### config.mk
export PLATFORM = sky130hd
export DESIGN_NAME = msq_sequencer
export DESIGN_NICKNAME = d
export VERILOG_FILES = /design/src/common/msq_pkg.sv /design/src/hdl/msq_sar_step.sv /design/src/hdl/msq_sequencer.sv
export SDC_FILE = /design/constraint.sdc
export NUM_CORES = 1
export LEC_CHECK = 0
export BUFFER_PORTS_ARGS = -buffer_cell sky130_fd_sc_hd__buf_2
export CAP_MARGIN = 20
export CORE_UTILIZATION = 36
export DETAILED_ROUTE_END_ITERATION = 10
export PLACE_DENSITY_LB_ADDON = 0.25
export SYNTH_ARGS = -nofsm -noshare
export SYNTH_HDL_FRONTEND = slang
export SYNTH_SLANG_ARGS = --single-unit
### constraint.sdc
create_clock -name ref_clk -period 2.2 [get_ports ref_clk]
set_clock_uncertainty 0.05 [all_clocks]
set_input_delay 0.11 -clock ref_clk [delete_from_list [all_inputs] [get_ports ref_clk]]
set_output_delay 0.11 -clock ref_clk [all_outputs]
set_load 0.05 [all_outputs]
### src/common/msq_pkg.sv
// constants and types shared by the conversion sequencer
package msq_pkg;

  // configuration word, first bit shifted in lands in single_ended
  typedef struct packed {
    logic       single_ended;
    logic       odd_sign;
    logic [1:0] select;
    logic       unipolar;
    logic       gain;
    logic       nap;
    logic       sleep;
  } msq_cfg_type;

  typedef enum logic [1:0] {
    ST_IDLE    = 2'b00,
    ST_CONVERT = 2'b01,
    ST_LOAD    = 2'b10
  } msq_state_type;

  // word framing on the serial link
  localparam logic [3:0] CFG_BITS    = 4'h8;
  localparam logic [3:0] ACQ_BIT     = 4'h6;
  localparam logic [3:0] NAP_END_BIT = 4'h2;

  // result format; a 12 or 14 bit variant leaves the low bits zero
  localparam int          RESULT_BITS  = 16;
  localparam logic [15:0] RESULT_RESET = 16'h0000;
  localparam logic [7:0]  CFG_RESET    = 8'h00;
  localparam logic [2:0]  COM_CHANNEL  = 3'h0;

  // timing
  localparam int CLK_PERIOD_NS = 25;
  localparam int T_CONV_NS     = 4000;
  localparam int T_ACQ_NS      = 4000;
  localparam int CONV_CYCLES   = (T_CONV_NS + CLK_PERIOD_NS - 1)
                                 / CLK_PERIOD_NS;
  localparam int BIT_CYCLES    = CONV_CYCLES / RESULT_BITS;
  localparam logic [3:0] BIT_CNT_MAX = 4'(BIT_CYCLES - 1);

endpackage

### src/hdl/msq_sar_step.sv
// successive-approximation register, one decision per step pulse
`timescale 1ns/1ps
module msq_sar_step #(
  parameter int WIDTH = 16,
  parameter int RES   = 16
) (
  input  wire logic             ref_clk,
  input  wire logic             reset_n,
  input  wire logic             start,
  input  wire logic             step,
  input  wire logic             comp_high,
  output logic      [WIDTH-1:0] trial_q,
  output logic      [WIDTH-1:0] result_q,
  output logic                  done_q
);

  localparam logic [WIDTH-1:0] MSB_MASK = {1'b1, {(WIDTH-1){1'b0}}};
  localparam logic [WIDTH-1:0] LSB_MASK = MSB_MASK >> (RES - 1);

  logic [WIDTH-1:0] trial_d;
  logic [WIDTH-1:0] result_d;
  logic [WIDTH-1:0] mask_q;
  logic [WIDTH-1:0] mask_d;
  logic             active_q;
  logic             active_d;
  logic             done_d;
  logic [WIDTH-1:0] kept;

  always_comb begin
    trial_d  = trial_q;
    result_d = result_q;
    mask_d   = mask_q;
    active_d = active_q;
    done_d   = 1'b0;
    // comparator low means the trial bit overshot the input
    kept     = comp_high ? trial_q : (trial_q & ~mask_q);
    if (start) begin
      trial_d  = MSB_MASK;
      mask_d   = MSB_MASK;
      active_d = 1'b1;
    end else if (step && active_q) begin
      if (mask_q == LSB_MASK) begin
        trial_d  = kept;
        result_d = kept;
        active_d = 1'b0;
        done_d   = 1'b1;
      end else begin
        mask_d  = mask_q >> 1;
        trial_d = kept | (mask_q >> 1);
      end
    end
  end

  always_ff @(posedge ref_clk or negedge reset_n) begin
    if (!reset_n) begin
      trial_q  <= '0;
      result_q <= '0;
      mask_q   <= '0;
      active_q <= 1'b0;
      done_q   <= 1'b0;
    end else begin
      trial_q  <= trial_d;
      result_q <= result_d;
      mask_q   <= mask_d;
      active_q <= active_d;
      done_q   <= done_d;
    end
  end

endmodule

### src/hdl/msq_sequencer.sv
// conversion sequencer: serial config, acquisition, sar timing, readout
// What this block does
// - host shifts eight config bits; taken on first eight shift-clock rises
// - config word picks channel and span for next conversion, power-down for after it
// - acquisition opens on the shift-clock fall after the sixth bit
// - convert trigger rise ends acquisition and starts conversion together
// - trigger edges during a running conversion are ignored
// - sar decides bits one by one, msb first down to lsb
// - finished sar word loads into the output shift register
// - result is 16 bits wide, sent out serially
// - unipolar result is natural binary, one step is full scale over 65536
// - bipolar result is two's complement
// - bipolar top code is zero then ones; just below zero is all ones
// - four spans: 0-5 V, 0-10 V, +-5 V, +-10 V
// - single-ended or differential pair chosen per conversion
// - status output low while converting, high otherwise
// - serial input bits after the eighth ignored until next conversion completes
// - each result comes out on the transfer after its requesting word
// - fifth and sixth bits are unipolar select and span select
`timescale 1ns/1ps
module msq_sequencer (
  input  wire logic        ref_clk,
  input  wire logic        reset_n,
  input  wire logic        shift_clk,
  input  wire logic        serial_in,
  input  wire logic        convert_trigger,
  input  wire logic        comp_in,
  output logic             serial_out,
  output logic             conv_idle,
  output logic             acquire,
  output logic       [2:0] mux_pos_ch,
  output logic       [2:0] mux_neg_ch,
  output logic             single_ended_select,
  output logic             unipolar_select,
  output logic             span_10v,
  output logic             nap_active,
  output logic             sleep_select,
  output logic      [15:0] dac_code
);

  // every pin is asynchronous to ref_clk: two stages, third for edges
  logic [2:0] sck_q;
  logic [1:0] din_q;
  logic [2:0] trig_q;
  logic [1:0] comp_q;

  always_ff @(posedge ref_clk or negedge reset_n) begin
    if (!reset_n) begin
      sck_q  <= 3'h0;
      din_q  <= 2'h0;
      trig_q <= 3'h0;
      comp_q <= 2'h0;
    end else begin
      sck_q  <= {sck_q[1:0], shift_clk};
      din_q  <= {din_q[0], serial_in};
      trig_q <= {trig_q[1:0], convert_trigger};
      comp_q <= {comp_q[0], comp_in};
    end
  end

  logic sck_rise;
  logic sck_fall;
  logic trig_rise;
  assign sck_rise  = sck_q[1] & ~sck_q[2];
  assign sck_fall  = ~sck_q[1] & sck_q[2];
  assign trig_rise = trig_q[1] & ~trig_q[2];

  // control state
  msq_pkg::msq_state_type state_q;
  msq_pkg::msq_state_type state_d;
  msq_pkg::msq_cfg_type   cfg_rx_q;
  msq_pkg::msq_cfg_type   cfg_rx_d;
  msq_pkg::msq_cfg_type   cfg_act_q;
  msq_pkg::msq_cfg_type   cfg_act_d;
  logic [3:0]             bit_cnt_q;
  logic [3:0]             bit_cnt_d;
  logic [15:0]            out_shift_q;
  logic [15:0]            out_shift_d;
  logic [3:0]             div_q;
  logic [3:0]             div_d;
  logic                   acquire_q;
  logic                   acquire_d;
  logic                   conv_idle_q;
  logic                   conv_idle_d;
  logic                   nap_q;
  logic                   nap_d;
  logic                   sleep_q;
  logic                   sleep_d;
  logic [2:0]             pos_q;
  logic [2:0]             pos_d;
  logic [2:0]             neg_q;
  logic [2:0]             neg_d;
  logic                   sar_start;
  logic                   sar_step;
  logic [15:0]            sar_trial;
  logic [15:0]            sar_result;
  logic                   sar_done;
  logic [15:0]            coded;

  // conversion clock as an enable, only runs while converting
  assign sar_step = (state_q == msq_pkg::ST_CONVERT) &&
                    (div_q == msq_pkg::BIT_CNT_MAX);

  msq_sar_step #(
    .WIDTH (16),
    .RES   (msq_pkg::RESULT_BITS)
  ) u_sar (
    .ref_clk   (ref_clk),
    .reset_n   (reset_n),
    .start     (sar_start),
    .step      (sar_step),
    .comp_high (comp_q[1]),
    .trial_q   (sar_trial),
    .result_q  (sar_result),
    .done_q    (sar_done)
  );

  // comparator works in offset binary; bipolar flips the msb
  assign coded = cfg_act_q.unipolar ? sar_result
               : {~sar_result[15], sar_result[14:0]};

  always_comb begin
    state_d     = state_q;
    cfg_rx_d    = cfg_rx_q;
    cfg_act_d   = cfg_act_q;
    bit_cnt_d   = bit_cnt_q;
    out_shift_d = out_shift_q;
    acquire_d   = acquire_q;
    nap_d       = nap_q;
    sleep_d     = sleep_q;
    sar_start   = 1'b0;
    div_d       = (state_q == msq_pkg::ST_CONVERT) ?
                  ((div_q == msq_pkg::BIT_CNT_MAX) ? 4'h0 : div_q + 4'h1)
                  : 4'h0;
    // config bits on the first eight rises only
    if (sck_rise && (bit_cnt_q < msq_pkg::CFG_BITS)) begin
      cfg_rx_d  = {cfg_rx_q[6:0], din_q[1]};
      bit_cnt_d = bit_cnt_q + 4'h1;
    end
    if (sck_fall) begin
      out_shift_d = {out_shift_q[14:0], 1'b0};
      if (bit_cnt_q == msq_pkg::ACQ_BIT &&
          state_q == msq_pkg::ST_IDLE) begin
        acquire_d = 1'b1;
        // mux and span steer early; power bits arrive later
        cfg_act_d = {cfg_rx_q[5:0], cfg_act_q.nap, cfg_act_q.sleep};
      end
      if (bit_cnt_q == msq_pkg::NAP_END_BIT) begin
        nap_d = 1'b0;
      end
    end
    case (state_q)
      msq_pkg::ST_IDLE: begin
        if (trig_rise) begin
          state_d   = msq_pkg::ST_CONVERT;
          acquire_d = 1'b0;
          cfg_act_d = cfg_rx_q;
          sar_start = 1'b1;
        end
      end
      msq_pkg::ST_CONVERT: begin
        // trigger not looked at here, so it cannot restart
        if (sar_done) begin
          state_d = msq_pkg::ST_LOAD;
        end
      end
      msq_pkg::ST_LOAD: begin
        state_d     = msq_pkg::ST_IDLE;
        out_shift_d = coded;
        bit_cnt_d   = 4'h0;
        nap_d       = cfg_act_q.nap & ~cfg_act_q.sleep;
        sleep_d     = cfg_act_q.sleep;
      end
      default: begin
        state_d = msq_pkg::ST_IDLE;
      end
    endcase
    conv_idle_d = (state_d == msq_pkg::ST_IDLE);
    // differential pairs are adjacent; odd bit swaps polarity
    pos_d = {cfg_act_d.select, cfg_act_d.odd_sign};
    neg_d = cfg_act_d.single_ended ? msq_pkg::COM_CHANNEL
          : {cfg_act_d.select, ~cfg_act_d.odd_sign};
  end

  always_ff @(posedge ref_clk or negedge reset_n) begin
    if (!reset_n) begin
      state_q     <= msq_pkg::ST_IDLE;
      cfg_rx_q    <= msq_pkg::CFG_RESET;
      cfg_act_q   <= msq_pkg::CFG_RESET;
      bit_cnt_q   <= 4'h0;
      out_shift_q <= msq_pkg::RESULT_RESET;
      div_q       <= 4'h0;
      acquire_q   <= 1'b0;
      conv_idle_q <= 1'b1;
      nap_q       <= 1'b0;
      sleep_q     <= 1'b0;
      pos_q       <= 3'h0;
      neg_q       <= 3'h1;
    end else begin
      state_q     <= state_d;
      cfg_rx_q    <= cfg_rx_d;
      cfg_act_q   <= cfg_act_d;
      bit_cnt_q   <= bit_cnt_d;
      out_shift_q <= out_shift_d;
      div_q       <= div_d;
      acquire_q   <= acquire_d;
      conv_idle_q <= conv_idle_d;
      nap_q       <= nap_d;
      sleep_q     <= sleep_d;
      pos_q       <= pos_d;
      neg_q       <= neg_d;
    end
  end

  assign serial_out          = out_shift_q[15];
  assign conv_idle           = conv_idle_q;
  assign acquire             = acquire_q;
  assign mux_pos_ch          = pos_q;
  assign mux_neg_ch          = neg_q;
  assign single_ended_select = cfg_act_q.single_ended;
  assign unipolar_select     = cfg_act_q.unipolar;
  assign span_10v            = cfg_act_q.gain;
  assign nap_active          = nap_q;
  assign sleep_select        = sleep_q;
  assign dac_code            = sar_trial;

  // checks
  localparam int CONV_LO = 150;
  localparam int CONV_HI = 175;

  logic conv_start;
  assign conv_start = (state_q == msq_pkg::ST_IDLE) && trig_rise;
endmodule

==> impl_results.md <==
- Number of synthesized flops with an enable pin: 0
- CP bufs+invs: 1
- Area leader, netlist: dfrtp_1
- Worst path required time: 2.38 ns
- Critical path endpoint category: register
- Max frequency: 525 MHz
- Worst path slowest cell: dfrtp_1
- Vias in the first global route: 2,997
- Postcts setup bufs: 0
- PwrDens: 1050 mW/mm^2
- Initial antenna violation count: 0
- Sequential element share of the synthesized area: 0.603
- Delay-heaviest family, CP: simple AND/OR/NAND/NOR gates
- WL met1: 4.42 mm
- Worst setup SP type: register
- Clock Tree Buf Depth: 2
- Max Transition Viols Final: 0
- CTS tree: done
- Worst hold margin: 0.225 ns
- FP Rows: 40
- Critical Setup Path Class: reg2reg
- Yosys reg bits: 109
- Synth top area share: 0.592
- Ranking of synthesized cells by area: dfrtp_1 (59%), o21ai_0 (6.3%), mux2i_1 (4.0%)
- DR vias/cell: 4.90
- IO Count: 36
- Clock root buffer master: clkbuf_16
- Slew headroom: 0.658
- Setup TNS: 0 ns
- Aggregate global routing overflow: 0
- Worst-Skew Late Latency: 0.34 ns
- RePlAce Congestion: 0.783
- Critical path arrival: 2.09 ns
- Post-route DRC violation count: 0
- Routed WL: 8.68 mm
- Worst VDD drop: 0.501 mV
- Layout cells sized above 1: 0.187
- Commonest non-fill, non-tap cell in the layout: dfrtp_1
- Area Overhead vs Synth: 17.2%
- Largest net degree at the start of global routing: 50
- Min Tclk post-route: 1.91 ns
- Critical-path cell list: ha_1 > and3b_1 > and3_1 > and2_1 > buf_12 > a22o_1
- Die W: 114 um
- Diodes inserted: 0
- Yosys Warn Count: 0
- Met3 WL: 194 um
- Starting density of the core: 0.374
- Post-placement cell area: 0.00491 mm^2
- Largest stage delay, worst path: 0.41 ns
- GR Util All Layers: 0.149
- DP HPWL: 5.77 mm
- Yosys cell types: 39
- Static Leak: 2.37 nW
- Endpoints failing setup: 0
- Iteration-0 DRC Markers: 159
- Fin. Hold Viols: 0
- Status: completed
- Clock Sinks: 109
- H-tree levels: 3
- Antenna-violating nets left: 0
- Syn nets: 407
- RSZ-0062 raised after global routing: no
- Cell Area, Synth: 0.00452 mm^2
- Commonest non-fill, non-tap cells in the layout: dfrtp_1 (107), o21ai_0 (57), nand2_1 (39)
- Worst hold path type: in2async
- Post-CTS sizing: 0
- Final Cycle Share: 0.866
- Top_reg_cell synth: dfrtp_1
- Die area: 0.0130 mm^2
- Post-cts hold buffer count: 5
- Die Y-Extent: 114 um
- Final Net Count: 443
- Metal2 WL: 3.88 mm
- Largest fanout on the critical path: 23
- Reg clk slew, reported paths: 0.07 ns
- Syn Inst Count: 397
- Total number of vias: 2,970
- Buffers on Ports: 35
- Mean Syn Cell Area: 11.4 um^2
- Uppermost layer routed: met4
- Design area: 0.00530 mm^2
- Core area: 0.0121 mm^2
- Ys async rst share: 1.00
- Worst slew pin tran: 0.513 ns
- First drt pass iteration count: 5
- CTS Buf Count: 9
- WL per Instance: 14.3 um
- Max-capacitance violation count: 0
- First-pass GRT wire length: 15.1 mm
-- synth_stat cells, types with 4 or more instances --
cell / instances
clkbuf_1: 18
o21ai_0: 57
nand2_1: 39
dfrtp_1: 107
ha_1: 4
a32o_1: 15
a22o_1: 16
inv_1: 21
a31oi_1: 4
nor2b_1: 4
o31ai_1: 16
mux2_2: 9
nor2_1: 20
buf_2: 4
mux2i_1: 18
nand4_1: 5
-- logic make-up after synthesis --
family,after synthesis,synth area share
compound gates,112,0.165
flops,109,0.603
simple gates,90,0.0990
buf+inv,50,0.0501
mux,27,0.0622
xor+xnor,5,0.00968
fa+ha+maj,4,0.0111
-- state kept, by name (all words and copies together) (netlist names), 3 cells and up --
name / count
trig_q: 3
out_shift_q: 16
cfg_act_q: 3
div_q: 4
u_sar.trial_q: 16
sck_q: 3
u_sar.mask_q: 16
u_sar.result_q: 16
cfg_rx_q: 8
bit_cnt_q: 4
mux_neg_ch: 3
-- routing by layer --
layer	up-vias	global-route usage
li1	1483	-
met1	1451	0.214
met2	26	0.219
met3	10	0.0206
met4	0	0.0753
met5	-	0
-- stage by stage --
stage | std cells | worst slack (ns) | total power, W | util
finish | 606 | 0.294 | 0.00555 | 0.438
global route | 606 | 0.154 | 0.00583 | 0.438
CTS | 606 | 0.306 | 0.00563 | 0.438
detailed placement | 585 | 0.324 | 0.00379 | 0.405
global placement | 585 | 0.344 | 0.00376 | 0.405
floorplan | 397 | 0.343 | 0.00349 | -
-- area by class of cell --
class                   count  area (um^2)
clock inverters             3         65.1
clock buffers              13          280
fillers                  1189         6810
multi-input cells         238         1580
flip-flops and latches    109         2730
inverters                  21         78.8
well taps                 168          210
repair buffers             54          358
-- power breakdown --
| part | switching [W] | internal, W |
|---|---|---|
| registers | 0.000284 | 0.00232 |
| logic | 0.000754 | 0.000386 |
| clock network | 0.000684 | 0.00112 |
| total | 0.00172 | 0.00383 |
-- final timing paths --
| path | endpoint | slack, ns | cells past startpoint | start |
|---|---|---|---|---|
| setup / recovery | u_sar.mask_q[11] | 0.29 | 6 | div_q[0] |
| hold / removal | din_q[0] | 0.23 | 2 | reset_n |
| setup reg to reg | u_sar.mask_q[11] | 0.29 | 6 | div_q[0] |
| hold reg to reg | sck_q[1] | 0.30 | 0 | sck_q[0] |
| max in group asynchronous | u_sar.mask_q[8] | 1.19 | 3 | reset_n |
| min in group ref_clk | sck_q[1] | 0.30 | 0 | sck_q[0] |
Note: power is estimated with default switching activity, not from simulation.
